File: src/hdl/evp_pkg.sv
// Constants, vector map and carrier types for the exception vector prioritizer.
// Assumes one system clock and a byte-wide vector memory with one cycle of read latency.
package evp_pkg;

  // Vector numbers, lowest number wins arbitration
  localparam logic [5:0] VEC_RESET = 6'h00;
  localparam logic [5:0] VEC_NMI   = 6'h07;
  localparam logic [5:0] VEC_TRAP0 = 6'h08;
  localparam logic [5:0] VEC_ABRK  = 6'h0c;
  localparam logic [5:0] VEC_SLEEP = 6'h0d;
  localparam logic [5:0] VEC_EXT0  = 6'h0e;
  localparam logic [5:0] VEC_WAKE  = 6'h12;
  localparam logic [5:0] VEC_CMPT  = 6'h16;
  localparam logic [5:0] VEC_SER1  = 6'h17;
  localparam logic [5:0] VEC_TWB   = 6'h18;
  localparam logic [5:0] VEC_ADC   = 6'h19;
  localparam logic [5:0] VEC_MTU0  = 6'h1a;
  localparam logic [5:0] VEC_MTU1  = 6'h1b;
  localparam logic [5:0] VEC_RLD   = 6'h1d;
  localparam logic [5:0] VEC_SER2  = 6'h20;

  localparam int unsigned EVP_NVEC     = 33;
  localparam int unsigned EVP_NEXT     = 4;
  localparam int unsigned EVP_NWAKE    = 6;
  localparam logic [15:0] PC_RESET_VAL = 16'h0000;
  localparam logic [15:0] ADDR_RESET   = 16'h0000;
  localparam logic [15:0] ADDR_NEXT_BYTE = 16'h0001;

  // Fetch sequencer
  typedef enum logic [2:0] {
    EVP_IDLE,
    EVP_ISSUE_HI,
    EVP_ISSUE_LO,
    EVP_TAKE_HI,
    EVP_TAKE_LO
  } evp_state_t;

  // Peripheral request levels, held by each peripheral until its flag is cleared
  typedef struct packed {
    logic [2:0] cmp_timer;   // Compare A, compare B, overflow
    logic [3:0] serial1;     // Rx full, tx empty, tx end, rx error
    logic [5:0] two_wire;    // Tx empty, tx end, rx full, arb/ovr, nack, stop
    logic       adc_end;
    logic [3:0] mtu_ch0;
    logic [3:0] mtu_ch1;
    logic       reload_ovf;
    logic [3:0] serial2;
  } evp_periph_req_t;

  // External and wakeup pins with their edge selects
  typedef struct packed {
    logic [3:0] ext;
    logic [3:0] ext_sel;
    logic [5:0] wake;
    logic [5:0] wake_sel;
    logic       wake_en;
  } evp_pins_t;

  typedef struct packed {
    logic        rd;
    logic [15:0] addr;
  } evp_mem_req_t;

  typedef struct packed {
    logic        load;
    logic [15:0] target;
  } evp_pc_load_t;

  // Byte address of a vector entry: two bytes per vector
  function automatic logic [15:0] evp_vec_addr(input logic [5:0] vec);
    return {9'h000, vec, 1'b0};
  endfunction

endpackage

File: src/hdl/evp_prioritizer.sv
// Exception source arbitration, masking and vector fetch for a small core.
// Assumes core reports instruction boundaries and trap execution, and a byte
// vector memory that answers one cycle after the edge that samples a read.
//
// Operation
// - Reset outranks everything; vector 0 fetch starts right at reset release.
// - Watchdog overflow resets the chip and runs the same reset sequence.
// - Trap number 0 to 3 selects vector 8 to 11.
// - Trap is accepted regardless of the interrupt mask bit.
// - Mask bit set holds off all interrupts but NMI and address break.
// - Pending interrupts are taken only at an instruction boundary.
// - Several pending: lowest vector number, highest priority, served first.
// - Table: NMI 7, address break 12, external pins 14-17, wakeup 18.
// - Vectors 1 to 6, 19 and 20 are never assigned.
// - Sleep direct transition raises vector 13.
// - External pin 0 and low-voltage detect share vector 14.
// - Compare timer A, B and overflow share vector 22.
// - First serial channel events share vector 23.
// - Two-wire bus unit events share vector 24.
// - Converter 25, multi-function timer ch0 26, ch1 27, reload timer 29.
// - Second serial channel events share vector 32, lowest priority.
// - External pins detect falling edge on select 0, rising on 1.
// - Wakeup requests pass only while the shared wakeup enable is 1.
`timescale 1ns/100ps
`default_nettype none

module evp_prioritizer
  import evp_pkg::*;
(
  input  wire logic            clk,
  input  wire logic            rst_n,
  input  wire logic            wdt_overflow,
  input  wire logic            cpu_boundary,
  input  wire logic            ccr_i_mask,
  input  wire logic            trap_exec,
  input  wire logic [1:0]      trap_num,
  input  wire logic            nmi_req,
  input  wire logic            addr_break_req,
  input  wire logic            sleep_direct_req,
  input  wire logic            low_voltage_req,
  input  wire evp_pins_t       pins,
  input  wire evp_periph_req_t periph,
  input  wire logic [7:0]      mem_rdata,
  output evp_mem_req_t         mem_req_ff,
  output evp_pc_load_t         pc_load_ff,
  output logic [5:0]           vec_num_ff,
  output logic                 svc_ack_ff,
  output logic                 exc_busy_ff,
  output logic                 chip_reset_ff
);

  evp_state_t            state_ff;
  logic [7:0]            hi_byte_ff;
  logic                  nmi_pend_ff;
  logic                  abrk_pend_ff;
  logic                  sleep_pend_ff;
  logic                  lvd_pend_ff;
  logic                  trap_pend_ff;
  logic [1:0]            trap_num_ff;
  logic [EVP_NEXT-1:0]   ext_pend_ff;
  logic                  wake_pend_ff;
  logic [EVP_NEXT-1:0]   ext_edge;
  logic [EVP_NWAKE-1:0]  wake_edge;
  logic [EVP_NVEC-1:0]   req;
  logic                  found;
  logic [5:0]            win_vec;
  logic                  take;
  logic [5:0]            trap_vec;

  // Pin edge detection lives in a shared leaf
  evp_edge_det #(.W(EVP_NEXT)) u_ext_edge (
    .clk      (clk),
    .rst_n    (rst_n),
    .pin      (pins.ext),
    .rise_sel (pins.ext_sel),
    .edge_ff  (ext_edge)
  );

  evp_edge_det #(.W(EVP_NWAKE)) u_wake_edge (
    .clk      (clk),
    .rst_n    (rst_n),
    .pin      (pins.wake),
    .rise_sel (pins.wake_sel),
    .edge_ff  (wake_edge)
  );

  assign trap_vec = VEC_TRAP0 + {4'h0, trap_num_ff};

  // Request vector indexed by vector number; unlisted slots stay zero
  always_comb begin
    req = '0;
    req[VEC_NMI] = nmi_pend_ff;
    req[VEC_ABRK] = abrk_pend_ff;
    if (trap_pend_ff) begin
      req[trap_vec] = 1'b1;
    end
    if (!ccr_i_mask) begin
      req[VEC_SLEEP] = sleep_pend_ff;
      req[VEC_EXT0] = ext_pend_ff[0] | lvd_pend_ff;
      for (int i = 1; i < EVP_NEXT; i++) begin
        req[VEC_EXT0 + 6'(i)] = ext_pend_ff[i];
      end
      req[VEC_WAKE] = wake_pend_ff;
      req[VEC_CMPT] = |periph.cmp_timer;
      req[VEC_SER1] = |periph.serial1;
      req[VEC_TWB] = |periph.two_wire;
      req[VEC_ADC] = periph.adc_end;
      req[VEC_MTU0] = |periph.mtu_ch0;
      req[VEC_MTU1] = |periph.mtu_ch1;
      req[VEC_RLD] = periph.reload_ovf;
      req[VEC_SER2] = |periph.serial2;
    end
  end

  // Lowest set index wins; scanning downward lets the smallest overwrite
  always_comb begin
    found = 1'b0;
    win_vec = VEC_RESET;
    for (int i = EVP_NVEC - 1; i >= 0; i--) begin
      if (req[i]) begin
        found = 1'b1;
        win_vec = 6'(i);
      end
    end
  end

  // Grant only between instructions and when no sequence is running
  assign take = (state_ff == EVP_IDLE) && cpu_boundary && found && !wdt_overflow;

  // Latched pulse sources; a new event in the grant cycle survives the clear
  always_ff @(posedge clk or negedge rst_n) begin
    if (!rst_n) begin
      nmi_pend_ff   <= 1'b0;
      abrk_pend_ff  <= 1'b0;
      sleep_pend_ff <= 1'b0;
      lvd_pend_ff   <= 1'b0;
      ext_pend_ff   <= '0;
      wake_pend_ff  <= 1'b0;
    end else if (wdt_overflow) begin
      nmi_pend_ff   <= 1'b0;
      abrk_pend_ff  <= 1'b0;
      sleep_pend_ff <= 1'b0;
      lvd_pend_ff   <= 1'b0;
      ext_pend_ff   <= '0;
      wake_pend_ff  <= 1'b0;
    end else begin
      nmi_pend_ff   <= (nmi_pend_ff & ~(take && win_vec == VEC_NMI)) | nmi_req;
      abrk_pend_ff  <= (abrk_pend_ff & ~(take && win_vec == VEC_ABRK)) | addr_break_req;
      sleep_pend_ff <= (sleep_pend_ff & ~(take && win_vec == VEC_SLEEP)) | sleep_direct_req;
      lvd_pend_ff   <= (lvd_pend_ff & ~(take && win_vec == VEC_EXT0)) | low_voltage_req;
      for (int i = 0; i < EVP_NEXT; i++) begin
        ext_pend_ff[i] <= (ext_pend_ff[i] & ~(take && win_vec == VEC_EXT0 + 6'(i)))
                          | ext_edge[i];
      end
      wake_pend_ff  <= (wake_pend_ff & ~(take && win_vec == VEC_WAKE))
                       | (pins.wake_en & (|wake_edge));
    end
  end

  // Trap latch keeps the trap number until its vector is granted
  always_ff @(posedge clk or negedge rst_n) begin
    if (!rst_n) begin
      trap_pend_ff <= 1'b0;
      trap_num_ff  <= 2'h0;
    end else if (wdt_overflow) begin
      trap_pend_ff <= 1'b0;
    end else if (trap_exec) begin
      trap_pend_ff <= 1'b1;
      trap_num_ff  <= trap_num;
    end else if (take && win_vec == trap_vec) begin
      trap_pend_ff <= 1'b0;
    end
  end

  // Fetch sequencer; reset state is the vector 0 fetch, so it starts at release
  always_ff @(posedge clk or negedge rst_n) begin
    if (!rst_n) begin
      state_ff   <= EVP_ISSUE_HI;
      vec_num_ff <= VEC_RESET;
    end else if (wdt_overflow) begin
      state_ff   <= EVP_ISSUE_HI;
      vec_num_ff <= VEC_RESET;
    end else begin
      case (state_ff)
        EVP_IDLE: begin
          if (take) begin
            state_ff   <= EVP_ISSUE_HI;
            vec_num_ff <= win_vec;
          end
        end
        EVP_ISSUE_HI: state_ff <= EVP_ISSUE_LO;
        EVP_ISSUE_LO: state_ff <= EVP_TAKE_HI;
        EVP_TAKE_HI:  state_ff <= EVP_TAKE_LO;
        EVP_TAKE_LO:  state_ff <= EVP_IDLE;
        default:      state_ff <= EVP_IDLE;
      endcase
    end
  end

  // Two byte reads of the entry, high byte at the even address
  always_ff @(posedge clk or negedge rst_n) begin
    if (!rst_n) begin
      mem_req_ff <= '0;
    end else if (wdt_overflow) begin
      mem_req_ff <= '0;
    end else if (state_ff == EVP_ISSUE_HI) begin
      mem_req_ff <= '{rd: 1'b1, addr: evp_vec_addr(vec_num_ff)};
    end else if (state_ff == EVP_ISSUE_LO) begin
      mem_req_ff <= '{rd: 1'b1, addr: evp_vec_addr(vec_num_ff) + ADDR_NEXT_BYTE};
    end else begin
      mem_req_ff <= '{rd: 1'b0, addr: mem_req_ff.addr};
    end
  end

  // Assemble and hand the target to the core as a one-cycle load
  always_ff @(posedge clk or negedge rst_n) begin
    if (!rst_n) begin
      hi_byte_ff <= 8'h00;
      pc_load_ff <= '{load: 1'b0, target: PC_RESET_VAL};
    end else if (wdt_overflow) begin
      pc_load_ff <= '{load: 1'b0, target: pc_load_ff.target};
    end else begin
      if (state_ff == EVP_TAKE_HI) begin
        hi_byte_ff <= mem_rdata;
      end
      if (state_ff == EVP_TAKE_LO) begin
        pc_load_ff <= '{load: 1'b1, target: {hi_byte_ff, mem_rdata}};
      end else begin
        pc_load_ff <= '{load: 1'b0, target: pc_load_ff.target};
      end
    end
  end

  // Status pulses; busy covers the whole fetch so the core stalls
  always_ff @(posedge clk or negedge rst_n) begin
    if (!rst_n) begin
      svc_ack_ff    <= 1'b0;
      exc_busy_ff   <= 1'b1;
      chip_reset_ff <= 1'b0;
    end else begin
      svc_ack_ff    <= take;
      chip_reset_ff <= wdt_overflow;
      exc_busy_ff   <= wdt_overflow || take
                       || (state_ff != EVP_IDLE && state_ff != EVP_TAKE_LO);
    end
  end

  // Checks
  wdt_restart_a: assert property (@(posedge clk) disable iff (!rst_n)
    wdt_overflow |=> chip_reset_ff ##1 (mem_req_ff.rd && mem_req_ff.addr == ADDR_RESET))
    else $error("watchdog did not restart the reset fetch");

  reset_wins_a: assert property (@(posedge clk) disable iff (!rst_n)
    wdt_overflow |=> (vec_num_ff == VEC_RESET && !svc_ack_ff))
    else $error("reset did not outrank a pending request");

  trap_vector_a: assert property (@(posedge clk) disable iff (!rst_n)
    (take && trap_pend_ff && !nmi_pend_ff) |=> (vec_num_ff == $past(trap_vec)))
    else $error("trap granted on wrong vector");

  trap_unmasked_a: assert property (@(posedge clk) disable iff (!rst_n)
    (trap_pend_ff && ccr_i_mask && take && !nmi_pend_ff) |=> svc_ack_ff
      && vec_num_ff >= VEC_TRAP0 && vec_num_ff < VEC_ABRK)
    else $error("trap held off by mask");

  mask_gate_a: assert property (@(posedge clk) disable iff (!rst_n)
    (svc_ack_ff && $past(ccr_i_mask)) |-> vec_num_ff <= VEC_ABRK)
    else $error("maskable request granted while masked");

  boundary_only_a: assert property (@(posedge clk) disable iff (!rst_n)
    svc_ack_ff |-> $past(cpu_boundary))
    else $error("grant away from instruction boundary");

  nmi_first_a: assert property (@(posedge clk) disable iff (!rst_n)
    (take && nmi_pend_ff) |=> vec_num_ff == VEC_NMI)
    else $error("lower priority served ahead of NMI");

  entry_addr_a: assert property (@(posedge clk) disable iff (!rst_n)
    (svc_ack_ff && !wdt_overflow) |=> mem_req_ff.rd
      && mem_req_ff.addr == evp_vec_addr(vec_num_ff))
    else $error("vector entry address wrong");

  reserved_vec_a: assert property (@(posedge clk) disable iff (!rst_n)
    svc_ack_ff |-> !(vec_num_ff inside {[6'h01:6'h06], 6'h13, 6'h14}))
    else $error("reserved vector granted");

  word_join_a: assert property (@(posedge clk) disable iff (!rst_n)
    pc_load_ff.load |-> pc_load_ff.target[7:0] == $past(mem_rdata)
      && pc_load_ff.target[15:8] == $past(mem_rdata, 2))
    else $error("vector word assembled wrong");

  wake_enable_a: assert property (@(posedge clk) disable iff (!rst_n)
    $rose(wake_pend_ff) |-> $past(pins.wake_en))
    else $error("wakeup passed while disabled");

  trap_seen_c: cover property (@(posedge clk) disable iff (!rst_n)
    svc_ack_ff && vec_num_ff == VEC_TRAP0 ##4 pc_load_ff.load);
  wdt_seen_c: cover property (@(posedge clk) disable iff (!rst_n)
    wdt_overflow ##5 pc_load_ff.load);
  nmi_over_ext_c: cover property (@(posedge clk) disable iff (!rst_n)
    take && nmi_pend_ff && ext_pend_ff[0]);
  masked_hold_c: cover property (@(posedge clk) disable iff (!rst_n)
    ccr_i_mask && cpu_boundary && |periph.serial2 && state_ff == EVP_IDLE);

endmodule // evp_prioritizer
`default_nettype wire

File: src/hdl/evp_edge_det.sv
// Selectable edge detector for a group of interrupt pins.
// Assumes pins are already synchronous to clk.
`timescale 1ns/100ps
`default_nettype none

module evp_edge_det #(
  parameter int unsigned W = 4
) (
  input  wire logic         clk,
  input  wire logic         rst_n,
  input  wire logic [W-1:0] pin,
  input  wire logic [W-1:0] rise_sel,
  output logic      [W-1:0] edge_ff
);

  logic [W-1:0] prev_ff;
  logic         primed_ff;

  // Previous level; primed blocks a false edge on the first sample after reset
  always_ff @(posedge clk or negedge rst_n) begin
    if (!rst_n) begin
      prev_ff   <= '0;
      primed_ff <= 1'b0;
    end else begin
      prev_ff   <= pin;
      primed_ff <= 1'b1;
    end
  end

  // Falling edge when select is 0, rising when 1
  always_ff @(posedge clk or negedge rst_n) begin
    if (!rst_n) begin
      edge_ff <= '0;
    end else begin
      edge_ff <= {W{primed_ff}} & ((rise_sel & pin & ~prev_ff)
                                  | (~rise_sel & ~pin & prev_ff));
    end
  end

endmodule // evp_edge_det
`default_nettype wire

File: config.mk
export PLATFORM = sky130hd
export DESIGN_NAME = evp_prioritizer
export DESIGN_NICKNAME = d
export VERILOG_FILES = /design/src/hdl/evp_pkg.sv /design/src/hdl/evp_prioritizer.sv /design/src/hdl/evp_edge_det.sv
export SDC_FILE = /design/constraint.sdc
export NUM_CORES = 1
export LEC_CHECK = 0
export BUFFER_PORTS_ARGS = -buffer_cell sky130_fd_sc_hd__buf_2
export CORE_UTILIZATION = 55
export CTS_CLUSTER_SIZE = 16
export DETAILED_ROUTE_END_ITERATION = 8
export PLACE_DENSITY = 0.85
export SLEW_MARGIN = 40
export SYNTH_ARGS = -nofsm -noshare
export SYNTH_HDL_FRONTEND = slang
export SYNTH_SLANG_ARGS = --single-unit
File: constraint.sdc
create_clock -name clk -period 6.1 [get_ports clk]
set_input_delay 0.915 -clock clk [delete_from_list [all_inputs] [get_ports clk]]
set_output_delay 0.915 -clock clk [all_outputs]
set_load 0.005 [all_outputs]
==> flow_summary.toml <==
[floorplan]
core.rowCount = 29
die-area_um2 = 6870
core_um2 = 6350
ioPinCount = 111
start_util_pct = 56.7
die_y_um = 82.9
die_w_um = 82.9

[clock_tree]
numCtsBuffers = 9
clk_pin_slew_ns = 0.09
cts_resized = 0
insertion_delay_ns = 0.34
clock_path_buffers = 2
cts-root-buf = "clkbuf_8"
hold_buffers = 0
cts_setup_buffers = 0
htree_levels = 3
cts_tree = "yes"
cts_sinks = 78

[flow_run]
drv_cap = 0

[worst_setup_path]
r2r_setup_slack_ns = 3.92
worstSetupPathType = "input pin to flop"
r2r-end = "sleep_pend_ff"
cp.arrival_ns = 2.73
r2r_cells = 5
r2r_start = "ext_pend_ff[1]"
critPathMaxFanout = 4
critPathRequiredTime_ns = 6.30
cp-start-kind = "input pin"
cp-startpoint = "periph[15]"
endpoint_kind = "flop"
critPathCapture = "ext_pend_ff[0]"

[placed_design]
post-place-ws_ns = 3.23
dpl.hpwl_um = 5460
io_buffers = 101
gp_congestion = 0.895
placed_area_um2 = 4160

[detailed_routing]
wirelength_um = 7300
drt_iter0_drc = 188
routedWlPerCell_um = 14.3
viasPerCell = 5.53
dr.pass1.iters = 6
drtAntennaViolNets = 0
vias = 2817
route.detailed.drc = 0

[synth]
synth_ff_type = "dfrtp_1"
synth_warnings = 0
synth-seq-cells = 78
synth-edff-count = 0
avgSynthCellArea_um2 = 11.1
ys_types = 54
syn-instance-count = 324
async_reset_ff_share_pct = 100
seq_area_frac_synth_pct = 54.3
synthesis.area_um2 = 3600

[grt]
grtUsageTotal_pct = 23.0
grt_pass1_vias = 2771
overflow = 0
antenna_found_initial = 0
grt_pass1_wl_um = 12700
grt_start_max_net_pins = 79

[timing]
worst-slew-pin-transition_ns = 0.682
setup_tns_ns = 0
skew_ns = 0.00613
maxSlewHeadroom_pct = 53.4
final.period_utilization_pct = 41.5
rsz0062_at_grt = "false"
finalHoldViolCount = 0
final_max_slew_viol_count = 0
period_minus_slack_ns = 2.53
fin_ws_ns = 3.57
max_freq_mhz = 395
holdWs_ns = 0.509
setup_viol = 0

[hold_path]
hold_class = "flop to flop"

[power_and_ir_drop]
ir_drop_mv = 0.298
total_power_uw = 1370
leakage_uw = 0.00212
power_density_nw_per_um2 = 312

[layout]
final_design_area_no_fill_um2 = 4380
drive_above_1_share_pct = 37.3
nets = 495
fillers = 493
antennaDiodeCount = 0
area_growth_pct = 21.7

[outcome]
status = "completed"
## sequential cells by signal, indices dropped and copies added (netlist names), 2 cells and up
signal	count
vec_num_ff	6
ext_pend_ff	4
u_ext_edge.edge_ff	4
state_ff	3
u_wake_edge.prev_ff	6
u_ext_edge.prev_ff	4
u_wake_edge.edge_ff	6
mem_req_ff	8
pc_load_ff	17
hi_byte_ff	8
trap_num_ff	2
## power by group
part | total (uW) | switching (uW) | internal (uW)
clock | 431 | 196 | 235
combinational | 269 | 126 | 143
sequential | 668 | 56.6 | 611
total | 1370 | 378 | 990
## worst min-delay path by stage
stage,start,endpoint,slack (ns),depth (start not counted)
after global routing,pc_load_ff[14],pc_load_ff[14],0.53,1
after global placement,hi_byte_ff[2],pc_load_ff[10],0.48,1
final,pc_load_ff[2],pc_load_ff[2],0.51,1
after floorplan,hi_byte_ff[0],hi_byte_ff[0],0.47,1
after detailed placement,pc_load_ff[11],pc_load_ff[11],0.49,1
after CTS,pc_load_ff[11],pc_load_ff[11],0.51,1
## worst max-delay path, cell delays in order
cell and delay, ns:
buf_2 0.11, or4_4 0.54, a2111oi_2 0.40, o221ai_2 0.22, a2111oi_4 0.41, a311oi_1 0.15
## routing by layer
metal | vias to the layer above | wire length [um] | global-route usage (%)
met3 | 12 | 400 | 5.07
met4 | 0 | 104 | 8.31
li1 | 1359 | - | -
met5 | - | 0 | 0
met1 | 1349 | 3050 | 29.1
met2 | 97 | 3750 | 38.9
## cells in the mapped netlist, types with 3 or more instances
library cell / count / area, um2
nor4_2: 3 / 37.5
nand2_1: 26 / 97.6
clkbuf_1: 6 / 22.5
nor2_1: 40 / 150
o21ai_0: 14 / 70.1
mux2i_1: 6 / 60.1
nor4_1: 5 / 31.3
a211oi_1: 5 / 37.5
mux2_2: 26 / 293
and2_1: 13 / 81.3
inv_1: 12 / 45.0
dfrtp_1: 76 / 1900
a41oi_1: 5 / 43.8
a21oi_1: 11 / 55.1
nor3_1: 6 / 30.0
a311oi_1: 7 / 61.3
buf_4: 9 / 67.6
o21bai_1: 6 / 45.0
## layout by cell type, fill, tap and decap left out, drive strengths merged, types with 2 or more instances in the layout
cell | netlist | routed
clkbuf | 6 | 9
nor4 | 10 | 10
inv | 12 | 15
a21o | 2 | 2
mux2 | 26 | 26
nor3 | 7 | 7
o21bai | 6 | 6
nand2 | 26 | 26
o2bb2ai | 2 | 2
bufinv | 0 | 2
nand2b | 2 | 2
nor2 | 40 | 40
dfrtp | 76 | 76
o21ba | 2 | 2
or4 | 3 | 3
a2111oi | 3 | 3
a41oi | 5 | 5
nor2b | 2 | 2
a31oi | 2 | 2
o211ai | 2 | 2
a21oi | 11 | 11
a211oi | 5 | 5
a311oi | 7 | 7
and2 | 13 | 13
conb | 2 | 10
dfstp | 2 | 2
o21ai | 15 | 15
mux2i | 6 | 6
buf | 12 | 102
## through the flow
| stage | std cells | util [%] |
|---|---|---|
| finish | 509 | 69.0 |
| global route | 509 | 69.0 |
| CTS | 509 | 69.0 |
| detailed placement | 493 | 65.4 |
| global placement | 492 | 65.2 |
| floorplan | 332 | - |
## layout make-up
type	instances	area, um2	area share [%]
well taps	77	96.3	2.20
repair buffers	102	523	11.9
flip-flops and latches	78	1950	44.6
clock buffers	9	124	2.83
inverters	12	45.0	1.03
clock inverters	7	103	2.34
multi-input cells	224	1540	35.1
## cells by family (layout without fill, tap and decap cells)
group,Yosys count,after routing,synth area share [%]
compound gates,73,73,15.4
xor+xnor,1,1,0.243
buf+inv,30,130,4.13
flops,78,78,54.3
mux,32,32,9.80
other cells,2,10,0.209
simple gates,108,108,15.9
Note: power is estimated with default switching activity, not from simulation.
